### src/rtl/nested_interrupt_controller_pkg.sv
// Purpose : shared constants of the nested interrupt controller
// Assumes : one system clock, active-low asynchronous reset
// Notes   : priorities keep only their upper bits; lower field bits read as zero
//
// How it works
// - on acceptance the controller fetches the handler address from the vector table itself
// - the vector table base sits at address zero and cannot move
// - table word zero gives the main stack pointer, fetched right after reset
// - handler entry for an exception sits at the word indexed by its vector number
// - enable bits: write one to set port sets, to clear port clears, zeros ignored
// - set-enable and clear-enable reads both return the present enable bits
// - a request on a disabled line pends it but never activates it
// - disabling an active line keeps it active until exception return or reset
// - pending bits: write ones to set or clear, zeros have no effect
// - set-pending and clear-pending reads both return the present pending bits
// - clearing pending never touches the active state of a line
// - each priority is an 8-bit field, four fields per 32-bit word
// - all controller registers form one mapped set reached through the register ports
// - 32 external request lines, four priority levels, plus one non-maskable line
// - each external line may be level sensitive or pulse sensitive; the non-maskable line is always pulse sensitive

package nested_interrupt_controller_pkg;

   // ----------------------------------------------------------------
   // sizes
   // ----------------------------------------------------------------
   localparam int NUM_IRQ         = 32;   // external request lines
   localparam int PRIO_BITS       = 2;    // implemented priority bits, four levels
   localparam int PRIO_FIELD_W    = 8;    // width of one priority field
   localparam int FIELDS_PER_WORD = 4;    // priority fields in one word
   localparam int WORD_W          = 32;
   localparam int IDX_W           = 5;    // line number width
   localparam int VEC_W           = 8;    // vector number width
   localparam int PWORD_IDX_W     = 3;    // priority word index width

   // ----------------------------------------------------------------
   // vector table
   // ----------------------------------------------------------------
   localparam logic [31:0]      VECTOR_TABLE_BASE = 32'h0000_0000;
   localparam logic [VEC_W-1:0] MSP_WORD          = 8'h00;
   localparam logic [VEC_W-1:0] NMI_VECTOR        = 8'h02;
   localparam logic [VEC_W-1:0] EXT_VECTOR_FIRST  = 8'h10;

   // ----------------------------------------------------------------
   // reset values
   // ----------------------------------------------------------------
   localparam logic                 ENABLE_RESET  = 1'h0;
   localparam logic                 PENDING_RESET = 1'h0;
   localparam logic                 ACTIVE_RESET  = 1'h0;
   localparam logic [PRIO_BITS-1:0] PRIO_RESET    = 2'h0;

endpackage

### src/rtl/irq_request_sense.sv
// Purpose : synchronise request lines and turn them into pend requests
// Assumes : lines are asynchronous to clk_sys
// Notes   : pulse mode pends on a rising edge, level mode while high
`timescale 1ns/1ns

module irq_request_sense #(
   parameter int N = 33
) (
   // clock and reset
   input  wire logic         clk_sys,
   input  wire logic         rstn,
   // request lines and their mode
   input  wire logic [N-1:0] line,
   input  wire logic [N-1:0] pulse_mode,
   // pend requests
   output logic      [N-1:0] sensed
);

   logic [N-1:0] sync1;
   logic [N-1:0] sync2;
   logic [N-1:0] prev;
   logic [N-1:0] next_prev;

   // edge history follows the second stage only
   always_comb begin
      next_prev = sync2;
   end

   // two-stage synchroniser plus edge history
   always_ff @(posedge clk_sys or negedge rstn) begin
      if (!rstn) begin
         sync1 <= '0;
         sync2 <= '0;
         prev  <= '0;
      end else begin
         sync1 <= line;
         sync2 <= sync1;
         prev  <= next_prev;
      end
   end

   // level or rising edge per line
   assign sensed = (pulse_mode & sync2 & ~prev) | (~pulse_mode & sync2);

endmodule

### src/rtl/nested_interrupt_controller.sv
// Purpose : nested vectored interrupt controller for the processor core
// Assumes : core and vector memory run on clk_sys; request lines are asynchronous
// Notes   : lower priority value is more urgent; nmi beats every line
`timescale 1ns/1ns

module nested_interrupt_controller #(
   parameter int NUM_IRQ   = nested_interrupt_controller_pkg::NUM_IRQ,
   parameter int PRIO_BITS = nested_interrupt_controller_pkg::PRIO_BITS
) (
   // clock and reset
   input  wire logic                clk_sys,
   input  wire logic                rstn,
   // request lines
   input  wire logic [NUM_IRQ-1:0]  irq_line,
   input  wire logic                nmi_line,
   input  wire logic [NUM_IRQ-1:0]  sense_pulse,
   // register writes
   input  wire logic                set_enable_wr,
   input  wire logic                clear_enable_wr,
   input  wire logic                set_pending_wr,
   input  wire logic                clear_pending_wr,
   input  wire logic [NUM_IRQ-1:0]  wdata,
   input  wire logic                prio_wr,
   input  wire logic [2:0]          prio_widx,
   input  wire logic [31:0]         prio_wdata,
   input  wire logic [2:0]          prio_ridx,
   // register reads
   output logic      [NUM_IRQ-1:0]  enable_state,
   output logic      [NUM_IRQ-1:0]  pending_state,
   output logic      [NUM_IRQ-1:0]  active_state,
   output logic      [31:0]         prio_rdata,
   output logic                     nmi_pending,
   output logic                     nmi_active,
   // core side
   output logic                     irq_req,
   output logic      [7:0]          irq_vector,
   input  wire logic                irq_ack,
   input  wire logic                exc_return,
   input  wire logic [7:0]          exc_vector,
   output logic      [31:0]         handler_addr,
   output logic                     handler_valid,
   output logic      [31:0]         main_stack_pointer,
   output logic                     msp_valid,
   // vector table read port
   output logic                     vec_rd,
   output logic      [31:0]         vec_addr,
   input  wire logic [31:0]         vec_rdata,
   input  wire logic                vec_valid
);

   // ----------------------------------------------------------------
   // parameter checks
   // ----------------------------------------------------------------
   localparam int IDX_W = nested_interrupt_controller_pkg::IDX_W;
   localparam int PF_W  = nested_interrupt_controller_pkg::PRIO_FIELD_W;
   localparam int FPW   = nested_interrupt_controller_pkg::FIELDS_PER_WORD;
   localparam int PICK_W = 1 + PRIO_BITS + IDX_W;

   // widths beyond the index and field sizes cannot be served
   initial begin
      if (NUM_IRQ < FPW || NUM_IRQ > 32 || (NUM_IRQ % FPW) != 0)
         $error("NUM_IRQ must be a multiple of four up to 32");
      if (PRIO_BITS < 1 || PRIO_BITS > PF_W)
         $error("PRIO_BITS must be 1 to 8");
   end

   typedef enum logic [1:0] {BOOT_FETCH, IDLE, VEC_FETCH} ctrl_state_t;

   // ----------------------------------------------------------------
   // helpers
   // ----------------------------------------------------------------

   // byte address of a table word
   function automatic logic [31:0] table_addr(input logic [7:0] vec);
      table_addr = nested_interrupt_controller_pkg::VECTOR_TABLE_BASE
                   + {22'h000000, vec, 2'b00};
   endfunction

   // most urgent set bit of mask: {found, prio, index}
   function automatic logic [PICK_W-1:0] best_pick(
      input logic [NUM_IRQ-1:0]           mask,
      input logic [NUM_IRQ*PRIO_BITS-1:0] pf
   );
      logic                 found;
      logic [PRIO_BITS-1:0] bp;
      logic [IDX_W-1:0]     bi;
      found = 1'b0;
      bp    = '0;
      bi    = '0;
      // descending scan with <= leaves the lowest number on ties
      for (int i = NUM_IRQ - 1; i >= 0; i--) begin
         if (mask[i] && (!found || pf[i*PRIO_BITS +: PRIO_BITS] <= bp)) begin
            found = 1'b1;
            bp    = pf[i*PRIO_BITS +: PRIO_BITS];
            bi    = IDX_W'(i);
         end
      end
      best_pick = {found, bp, bi};
   endfunction

   // ----------------------------------------------------------------
   // request sensing
   // ----------------------------------------------------------------
   logic [NUM_IRQ:0] sensed_all;
   logic [NUM_IRQ-1:0] sensed;
   logic               nmi_sensed;

   irq_request_sense #(
      .N (NUM_IRQ + 1)
   ) u_sense (
      .clk_sys    (clk_sys),
      .rstn       (rstn),
      .line       ({nmi_line, irq_line}),
      .pulse_mode ({1'b1, sense_pulse}),
      .sensed     (sensed_all)
   );

   assign sensed     = sensed_all[NUM_IRQ-1:0];
   assign nmi_sensed = sensed_all[NUM_IRQ];

   // ----------------------------------------------------------------
   // state registers
   // ----------------------------------------------------------------
   logic [PRIO_BITS-1:0]       prio [NUM_IRQ];
   logic [NUM_IRQ*PRIO_BITS-1:0] prio_flat;
   ctrl_state_t                state, next_state;
   logic                       offer_nmi, next_offer_nmi;
   logic [IDX_W-1:0]           offer_idx, next_offer_idx;
   logic                       req_reg, next_req_reg;
   logic [7:0]                 cur_vec, next_cur_vec;
   logic [NUM_IRQ-1:0]         next_enable, next_pending, next_active;
   logic                       next_nmi_pending, next_nmi_active;
   logic [31:0]                next_handler_addr, next_msp, next_prio_rdata;
   logic                       next_handler_valid, next_msp_valid;
   logic [7:0]                 next_irq_vector;

   always_comb begin
      for (int i = 0; i < NUM_IRQ; i++) begin
         prio_flat[i*PRIO_BITS +: PRIO_BITS] = prio[i];
      end
   end

   // ----------------------------------------------------------------
   // arbitration
   // ----------------------------------------------------------------
   logic [PICK_W-1:0]  cand, run;
   logic               cand_ok, offer_valid, accept;
   logic [NUM_IRQ-1:0] acc_mask, ret_mask;

   // candidate among enabled, pending, inactive lines; running level among active
   assign cand = best_pick(pending_state & enable_state & ~active_state, prio_flat);
   assign run  = best_pick(active_state, prio_flat);
   // nested preemption needs a strictly more urgent level
   assign cand_ok = cand[PICK_W-1] && !nmi_active
                    && (!run[PICK_W-1]
                        || cand[IDX_W +: PRIO_BITS] < run[IDX_W +: PRIO_BITS]);

   // the offer is withdrawn as soon as its line loses enable or pending
   assign offer_valid = offer_nmi ? (nmi_pending && !nmi_active)
                        : (pending_state[offer_idx] && enable_state[offer_idx]
                           && !active_state[offer_idx]);
   assign irq_req  = req_reg && offer_valid && (state == IDLE);
   assign accept   = irq_req && irq_ack;
   assign acc_mask = (accept && !offer_nmi) ? (NUM_IRQ'(1) << offer_idx) : '0;

   // exception return retires one line
   always_comb begin
      ret_mask = '0;
      if (exc_return && exc_vector >= nested_interrupt_controller_pkg::EXT_VECTOR_FIRST
          && exc_vector < nested_interrupt_controller_pkg::EXT_VECTOR_FIRST + 8'(NUM_IRQ))
         ret_mask = NUM_IRQ'(1) << (exc_vector
                    - nested_interrupt_controller_pkg::EXT_VECTOR_FIRST);
   end

   // ----------------------------------------------------------------
   // per-line enable, pending, active
   // ----------------------------------------------------------------
   always_comb begin
      next_enable = enable_state;
      if (clear_enable_wr)
         next_enable = next_enable & ~wdata;
      if (set_enable_wr)
         next_enable = next_enable | wdata;
      // acceptance and software clear drop a bit; any set wins the same cycle
      next_pending = (pending_state & ~(clear_pending_wr ? wdata : '0) & ~acc_mask)
                     | sensed | (set_pending_wr ? wdata : '0);
      // only acceptance sets and only return clears active
      next_active = (active_state & ~ret_mask) | acc_mask;
      next_nmi_pending = (nmi_pending && !(accept && offer_nmi)) || nmi_sensed;
      next_nmi_active  = (nmi_active && !(exc_return
                          && exc_vector == nested_interrupt_controller_pkg::NMI_VECTOR))
                         || (accept && offer_nmi);
   end

   // enable, pending and active registers
   always_ff @(posedge clk_sys or negedge rstn) begin
      if (!rstn) begin
         enable_state  <= {NUM_IRQ{nested_interrupt_controller_pkg::ENABLE_RESET}};
         pending_state <= {NUM_IRQ{nested_interrupt_controller_pkg::PENDING_RESET}};
         active_state  <= {NUM_IRQ{nested_interrupt_controller_pkg::ACTIVE_RESET}};
         nmi_pending   <= nested_interrupt_controller_pkg::PENDING_RESET;
         nmi_active    <= nested_interrupt_controller_pkg::ACTIVE_RESET;
      end else begin
         enable_state  <= next_enable;
         pending_state <= next_pending;
         active_state  <= next_active;
         nmi_pending   <= next_nmi_pending;
         nmi_active    <= next_nmi_active;
      end
   end

   // ----------------------------------------------------------------
   // priority fields
   // ----------------------------------------------------------------

   // readback of one word, unimplemented low field bits as zero
   always_comb begin
      next_prio_rdata = '0;
      for (int b = 0; b < FPW; b++) begin
         if (int'(prio_ridx) * FPW + b < NUM_IRQ)
            next_prio_rdata[b*PF_W + PF_W - PRIO_BITS +: PRIO_BITS] =
               prio[int'(prio_ridx) * FPW + b];
      end
   end

   // field write keeps the upper bits of each byte
   always_ff @(posedge clk_sys or negedge rstn) begin
      if (!rstn) begin
         for (int i = 0; i < NUM_IRQ; i++) begin
            prio[i] <= nested_interrupt_controller_pkg::PRIO_RESET;
         end
         prio_rdata <= '0;
      end else begin
         prio_rdata <= next_prio_rdata;
         if (prio_wr) begin
            for (int b = 0; b < FPW; b++) begin
               if (int'(prio_widx) * FPW + b < NUM_IRQ)
                  prio[int'(prio_widx) * FPW + b] <=
                     prio_wdata[b*PF_W + PF_W - PRIO_BITS +: PRIO_BITS];
            end
         end
      end
   end

   // ----------------------------------------------------------------
   // control sequence: boot fetch, offer, vector fetch
   // ----------------------------------------------------------------
   always_comb begin
      next_state         = state;
      next_offer_nmi     = offer_nmi;
      next_offer_idx     = offer_idx;
      next_req_reg       = 1'b0;
      next_cur_vec       = cur_vec;
      next_handler_addr  = handler_addr;
      next_handler_valid = 1'b0;
      next_msp           = main_stack_pointer;
      next_msp_valid     = msp_valid;
      next_irq_vector    = irq_vector;
      unique case (state)
         BOOT_FETCH: begin
            if (vec_valid) begin
               next_msp       = vec_rdata;
               next_msp_valid = 1'b1;
               next_state     = IDLE;
            end
         end
         IDLE: begin
            if (accept) begin
               next_cur_vec = irq_vector;
               next_state   = VEC_FETCH;
            end else begin
               // refresh the offer every cycle, nmi first
               next_req_reg   = (nmi_pending && !nmi_active) || cand_ok;
               next_offer_nmi = nmi_pending && !nmi_active;
               next_offer_idx = cand[IDX_W-1:0];
               next_irq_vector = next_offer_nmi ? nested_interrupt_controller_pkg::NMI_VECTOR
                                 : nested_interrupt_controller_pkg::EXT_VECTOR_FIRST
                                   + 8'(cand[IDX_W-1:0]);
            end
         end
         VEC_FETCH: begin
            if (vec_valid) begin
               next_handler_addr  = vec_rdata;
               next_handler_valid = 1'b1;
               next_state         = IDLE;
            end
         end
      endcase
   end

   // table read port follows the state
   assign vec_rd   = (state == BOOT_FETCH) || (state == VEC_FETCH);
   assign vec_addr = (state == BOOT_FETCH)
                     ? table_addr(nested_interrupt_controller_pkg::MSP_WORD)
                     : table_addr(cur_vec);

   // control registers
   always_ff @(posedge clk_sys or negedge rstn) begin
      if (!rstn) begin
         state              <= BOOT_FETCH;
         offer_nmi          <= 1'b0;
         offer_idx          <= '0;
         req_reg            <= 1'b0;
         cur_vec            <= '0;
         handler_addr       <= '0;
         handler_valid      <= 1'b0;
         main_stack_pointer <= '0;
         msp_valid          <= 1'b0;
         irq_vector         <= '0;
      end else begin
         state              <= next_state;
         offer_nmi          <= next_offer_nmi;
         offer_idx          <= next_offer_idx;
         req_reg            <= next_req_reg;
         cur_vec            <= next_cur_vec;
         handler_addr       <= next_handler_addr;
         handler_valid      <= next_handler_valid;
         main_stack_pointer <= next_msp;
         msp_valid          <= next_msp_valid;
         irq_vector         <= next_irq_vector;
      end
   end

   // ----------------------------------------------------------------
   // checks
   // ----------------------------------------------------------------
   boot_word_a: assert property (@(posedge clk_sys) disable iff (!rstn)
      (vec_rd && !msp_valid) |-> vec_addr == 32'h0000_0000)
      else $error("boot fetch not at table word zero");

   fetch_index_a: assert property (@(posedge clk_sys) disable iff (!rstn)
      accept |=> vec_rd && vec_addr == {22'h000000, $past(irq_vector), 2'b00})
      else $error("vector fetch address does not match accepted vector");

   handler_load_a: assert property (@(posedge clk_sys) disable iff (!rstn)
      (vec_rd && vec_valid && msp_valid)
      |=> handler_valid && handler_addr == $past(vec_rdata) ##1 !handler_valid)
      else $error("handler address not delivered for one cycle");

   no_disabled_act_a: assert property (@(posedge clk_sys) disable iff (!rstn)
      (active_state & ~$past(active_state)
       & ~($past(enable_state) & $past(pending_state))) == '0)
      else $error("line activated while disabled or not pending");

   active_hold_a: assert property (@(posedge clk_sys) disable iff (!rstn)
      !exc_return |=> ($past(active_state) & ~active_state) == '0)
      else $error("active state lost without exception return");

   enable_set_a: assert property (@(posedge clk_sys) disable iff (!rstn)
      (set_enable_wr && !clear_enable_wr) |=> (enable_state & $past(wdata)) == $past(wdata))
      else $error("set-enable write did not set bits");

   pend_clear_a: assert property (@(posedge clk_sys) disable iff (!rstn)
      (clear_pending_wr && !set_pending_wr)
      |=> (pending_state & $past(wdata) & ~$past(sensed)) == '0)
      else $error("clear-pending write left bits set");

   msp_first_a: assert property (@(posedge clk_sys) disable iff (!rstn)
      irq_req |-> msp_valid)
      else $error("interrupt offered before stack pointer load");

endmodule

### config.mk
export PLATFORM = sky130hd
export DESIGN_NAME = nested_interrupt_controller
export DESIGN_NICKNAME = d
export VERILOG_FILES = /design/src/rtl/nested_interrupt_controller_pkg.sv /design/src/rtl/irq_request_sense.sv /design/src/rtl/nested_interrupt_controller.sv
export SDC_FILE = /design/constraint.sdc
export NUM_CORES = 1
export LEC_CHECK = 0
export BUFFER_PORTS_ARGS = -buffer_cell sky130_fd_sc_hd__buf_4
export CORE_MARGIN = 2
export CORE_UTILIZATION = 61
export CTS_CLUSTER_DIAMETER = 80
export DETAILED_ROUTE_END_ITERATION = 8
export PLACE_DENSITY = 0.87
export SYNTH_ARGS = -nofsm -noshare
export SYNTH_HDL_FRONTEND = slang
export SYNTH_HIERARCHICAL = 1
export SYNTH_SLANG_ARGS = --single-unit
### constraint.sdc
create_clock -name clk_sys -period 86.1 [get_ports clk_sys]
set_input_delay 4.305 -clock clk_sys [delete_from_list [all_inputs] [get_ports clk_sys]]
set_output_delay 4.305 -clock clk_sys [all_outputs]
set_load 0.1 [all_outputs]
==> run metrics, run 1 <==
GPL Wtd Cong 0.9819; CP peak stage delay 880 ps; synthesized flop and latch total 356; drt pass-1 iters 6; crit path from active_state[31]; Pins Over Slew Limit 0; H-Tree Depth 2; Seq/Total Area, Yosys 42.31%; Fillers 2333; Routed wire per std cell 24.04 um; I/O pin count 423; R2R Setup Slk 39280 ps; CTS Hold Bufs 0; port bufs 346; RSZ-0062 raised after global routing no; FF-to-FF End irq_vector[4]; cts bufs inserted 38; most frequent cells in the layout nand2_1, dfrtp_1, buf_4; Syn Inst Count 2209; Critical-path top delay cell o311ai_0; layout cells sized above 1 23.94%; post-CTS setup buffers 0; CP Data Arrival Time 47220 ps; status complete, no violations; Max-slew headroom 26.59%; Min Hold Slack 344.8 ps; Most common cell on crit path a21oi_1; final setup fails 0; most common flop cell mapped by yosys dfrtp_1; asr flop ratio synth 100.0%; crit-path max FO 11; clk sink count 356; Top delay family on crit path compound AO/OA/AOI/OAI gates; CP Launch Type flop; most flop-heavy register prio; worst path bufs/invs 11; Final WS setup 39280 ps; max_cap viols 0; largest net degree at the start of global routing 146; CP Data Required Time 86510 ps; CTS root buf clkbuf_16; nets@finish 2858; Clk Latency, worst-skew pair 540 ps; Least-Margin Pin Slew 1101 ps; min Tclk post-route 46820 ps; Layout area overhead 19.88%; vias post-DR 19418; worst slack, placed 40700 ps; row cnt 68; cell count along the critical path 209; period utilisation layout 54.37%; Max Fclk 21.36 MHz; number of antenna violations at the first check in global routing 3; max reg flops 64; gr usage total 40.04%; initial DRC count 2201; Avg Cell Area, Syn 9.531 sq um; # DRC 0; Ys Warns 6; WL final 72840 um; crit end category flop; gr ovfl total 0; EDFF count, synth 0; final instance area 25240 sq um; Die ar. 36020 sq um; leading cell type in the layout, fill and taps excluded nand2_1; Worst Hold Class flop to flop; Hold Crit Start u_sense/sync1[24]; Max Clock Skew 19.38 ps; Placement Cell Area 23860 sq um; antenna violation net count after detailed routing 0; post-CTS resize count 0; setup TNS 0 ps; CTS tree done; distinct cell type count after synthesis 91; Worst R2R Path Depth 209; worst setup path class flop to flop; vias per inst 6.409; DIE WIDTH 189.8 um; synthesized area 21050 sq um; initial cell density of the core 61.40%; DP HPWL 53060 um; Worst setup endpoint irq_vector[4]; clock slew at reported path FFs 60 ps; CTS Buffer Depth 3; reg2reg start active_state[31]; global-route wire length before repair 111100 um; final hold violation count 0; vias in the first global route 19397; Core ar. 34290 sq um; DIE HEIGHT 189.8 um
## area by class of cell
cell class | count | area (sq um) | area share [%]
multi-input combinational | 1687 | 11310 | 44.82
inverter | 106 | 397.9 | 1.576
timing repair buffer | 355 | 2673 | 10.59
clock buffer | 54 | 1101 | 4.362
antenna | 2 | 5.005 | 0.01983
clock inverter | 15 | 271.5 | 1.076
tap | 455 | 569.3 | 2.256
sequential | 356 | 8909 | 35.30
## cell usage after synthesis (all sizes together) (6+ instances only)
cell,n,share of area (%)
a211o,6,0.25
a211oi,10,0.38
a21boi,38,1.9
a21o,24,0.86
a21oi,129,3.1
a22o,36,1.5
a2bb2oi,11,0.46
a31oi,16,0.58
and2,18,0.53
and3b,9,0.37
buf,64,2.2
clkbuf,47,0.84
dfrtp,356,42
ha,129,7.7
inv,106,1.9
mux2,106,5.7
mux2i,14,0.67
mux4,26,2.8
nand2,412,7.3
nand2b,17,0.51
nand3,52,1.2
nand3b,38,1.4
nand4,16,0.58
nor2,99,1.8
nor2b,52,1.5
nor3,39,0.98
nor3b,7,0.25
nor4,13,0.46
o211ai,19,0.68
o21a,21,0.75
o21ai,155,3.7
o21bai,8,0.29
o22ai,11,0.36
o31ai,10,0.36
or2,9,0.27
or3,6,0.20
## through the flow
stage | std cells | util, %
after floorplan | 2260 | -
after global placement | 2959 | 69.59
after detailed placement | 2959 | 69.59
after CTS | 3028 | 73.60
after global routing | 3030 | 73.61
final | 3030 | 73.61
## worst min path at each step
| stage | slack (ps) | to | cells past startpoint |
|---|---|---|---|
| 2_1_floorplan | 330 | u_sense/next_prev[0] | 0 |
| 3_3_place_gp | 330 | u_sense/next_prev[18] | 0 |
| 3_5_place_dp | 330 | u_sense/next_prev[20] | 0 |
| 4_1_cts | 350 | u_sense/next_prev[15] | 0 |
| 5_1_grt | 360 | u_sense/next_prev[21] | 0 |
| 6_report | 340 | u_sense/next_prev[24] | 0 |
## cell families (layout without fill, tap and decap cells)
logic type / count (synthesis) / in the layout / share of synthesized area (%)
adders and majority gates: 129 / 129 / 7.666
and+or+nand+nor: 807 / 807 / 18.21
xor gates and xnor gates: 2 / 2 / 0.08321
buffers and inverters: 217 / 530 / 4.933
AOI/OAI and AO/OA: 550 / 550 / 17.64
muxes: 146 / 146 / 9.116
DFF: 356 / 356 / 42.31
other: 2 / 55 / 0.03567
## per-layer routing
layer / global-route usage [%] / wire length, um / vias up
met4: 17.86 / 3539 / 0
met3: 9.463 / 7398 / 253
li1: - / - / 8485
met1: 51.63 / 27590 / 9451
met2: 64.74 / 34310 / 1229
met5: 0 / 0 / -
Power of run 1 is left out: the tool's default activity adds up to more than one toggle a clock period on the data nets, which glitch-free logic cannot reach.
==> inputs of run 2 (changes only) <==
--- a/config.mk
+++ b/config.mk
@@ -7,10 +7,10 @@
 export LEC_CHECK = 0
 export BUFFER_PORTS_ARGS = -buffer_cell sky130_fd_sc_hd__buf_4
 export CORE_MARGIN = 2
-export CORE_UTILIZATION = 61
+export CORE_UTILIZATION = 51
 export CTS_CLUSTER_DIAMETER = 80
 export DETAILED_ROUTE_END_ITERATION = 8
-export PLACE_DENSITY = 0.87
+export PLACE_DENSITY = 0.78
 export SYNTH_ARGS = -nofsm -noshare
 export SYNTH_HDL_FRONTEND = slang
 export SYNTH_HIERARCHICAL = 1
==> constraint.sdc (replaced) <==
create_clock -name clk_sys -period 41 [get_ports clk_sys]
set_input_delay 2.05 -clock clk_sys [delete_from_list [all_inputs] [get_ports clk_sys]]
set_output_delay 2.05 -clock clk_sys [all_outputs]
set_load 0.1 [all_outputs]
==> run 2 against run 1 <==
Effect of this change:
- register-to-register slack got worse by 37000 ps
- die area increased by 19%
- hold slack got worse by 2.1 ps
- critical path depth increased by 6
- sequential share of layout area decreased by 1.9 points
==> run metrics, run 2 (same netlist as run 1, synthesis figures left out) <==
H-Tree Depth 2; global-route wire length before repair 109300 um; largest net degree at the start of global routing 171; antenna violation net count after detailed routing 0; multi-input logic area 11730 sq um; vias in the first global route 18805; max_cap viols 0; port bufs 346; worst path bufs/invs 16; DIE WIDTH 207.2 um; final hold violation count 0; final setup fails 0; worst slack, placed 568.6 ps; final non-filler cell total 3230; most frequent cells in the layout buf_4, nand2_1, dfrtp_1; Fillers 3122; leading cell type in the layout, fill and taps excluded buf_4; Core ar. 40830 sq um; register area 8909 sq um; nets@finish 2985; initial DRC count 1830; CTS Buffer Depth 3; CP Launch Type flop; drt pass-1 iters 6; CTS tree done; number of antenna violations at the first check in global routing 1; vias per inst 5.999; clk sink count 356; Pins Over Slew Limit 0; Max Fclk 25.79 MHz; DP Cell Count 3141; vias post-DR 19378; gr ovfl total 0; final instance area 26680 sq um; WL final 72050 um; Final WS setup 2229 ps; Layout area overhead 26.74%; Max-slew headroom 26.97%; setup TNS 0 ps; # DRC 0; initial cell density of the core 51.56%; most flop-heavy register prio; gr usage total 32.53%; crit-path max FO 8; DP HPWL 54860 um; Most common cell on crit path ha_1; status complete, no violations; period utilisation layout 94.56%; CP Data Arrival Time 39200 ps; CP Data Required Time 41430 ps; Top delay family on crit path compound AO/OA/AOI/OAI gates; DIE HEIGHT 207.2 um; clock slew at reported path FFs 60 ps; Die ar. 42920 sq um; cts bufs inserted 39; Worst Hold Class flop to flop; layout cells sized above 1 29.91%; Max Clock Skew 29.14 ps; min Tclk post-route 38770 ps; max reg flops 64; CTS Hold Bufs 0; worst setup path class flop to flop; row cnt 74; I/O pin count 423; CP peak stage delay 540 ps; crit end category flop; Critical-path top delay cell a222oi_1; Placement Cell Area 24750 sq um; GPL Wtd Cong 0.9751; # diodes 0; CTS root buf clkbuf_16; Clk Latency, worst-skew pair 580 ps; Routed wire per std cell 22.31 um; Least-Margin Pin Slew 1094 ps
-- run 2: changes by cell type in the layout (fill, tap and decap cells not counted), sizes merged --
cell	delta
diode	-2
bufinv	-2
buf	+126
clkinv	+1
-- run 2: path summary, 6_finish.rpt --
check,startpoint,endpoint,slack (ps),cells past startpoint
min in group asynchronous,rstn,u_sense/sync1[26],1490,1
worst min-delay path,u_sense/sync1[30],u_sense/next_prev[30],340,0
worst min register to register,u_sense/sync1[30],u_sense/next_prev[30],340,0
worst max-delay path,pending_state[31],req_reg,2230,215
max in group asynchronous,rstn,cur_vec[0],37130,3
worst max register to register,pending_state[31],req_reg,2230,215
-- run 2: stage by stage --
step	util [%]	hold WS (ps)
6_report	65.35	342.7
3_3_place_gp	60.61	331.4
2_1_floorplan	-	331.2
4_1_cts	63.92	345.2
3_5_place_dp	60.61	334.7
5_1_grt	65.35	353.7
-- run 2: final cells by class --
class / instances / area share (%)
inverters: 106 / 1.491
repair buffers: 481 / 13.61
clock inverters: 14 / 0.9003
flip-flops and latches: 356 / 33.38
multi-input cells: 1687 / 43.95
clock buffers: 54 / 4.168
well taps: 532 / 2.494
-- run 2: timing repair --
action / in CTS / in global routing
gates resized for setup: 0 / 100
setup endpoints to repair: 0 / 12
buffers inserted: 0 / 21
-- run 2: routing by layer --
metal / GRT usage, % / routed length, um
met5: 0 / 0
met2: 51.49 / 33500
met3: 7.990 / 6884
met1: 43.93 / 29190
met4: 10.91 / 2486
Power of run 2 is left out for the same reason.
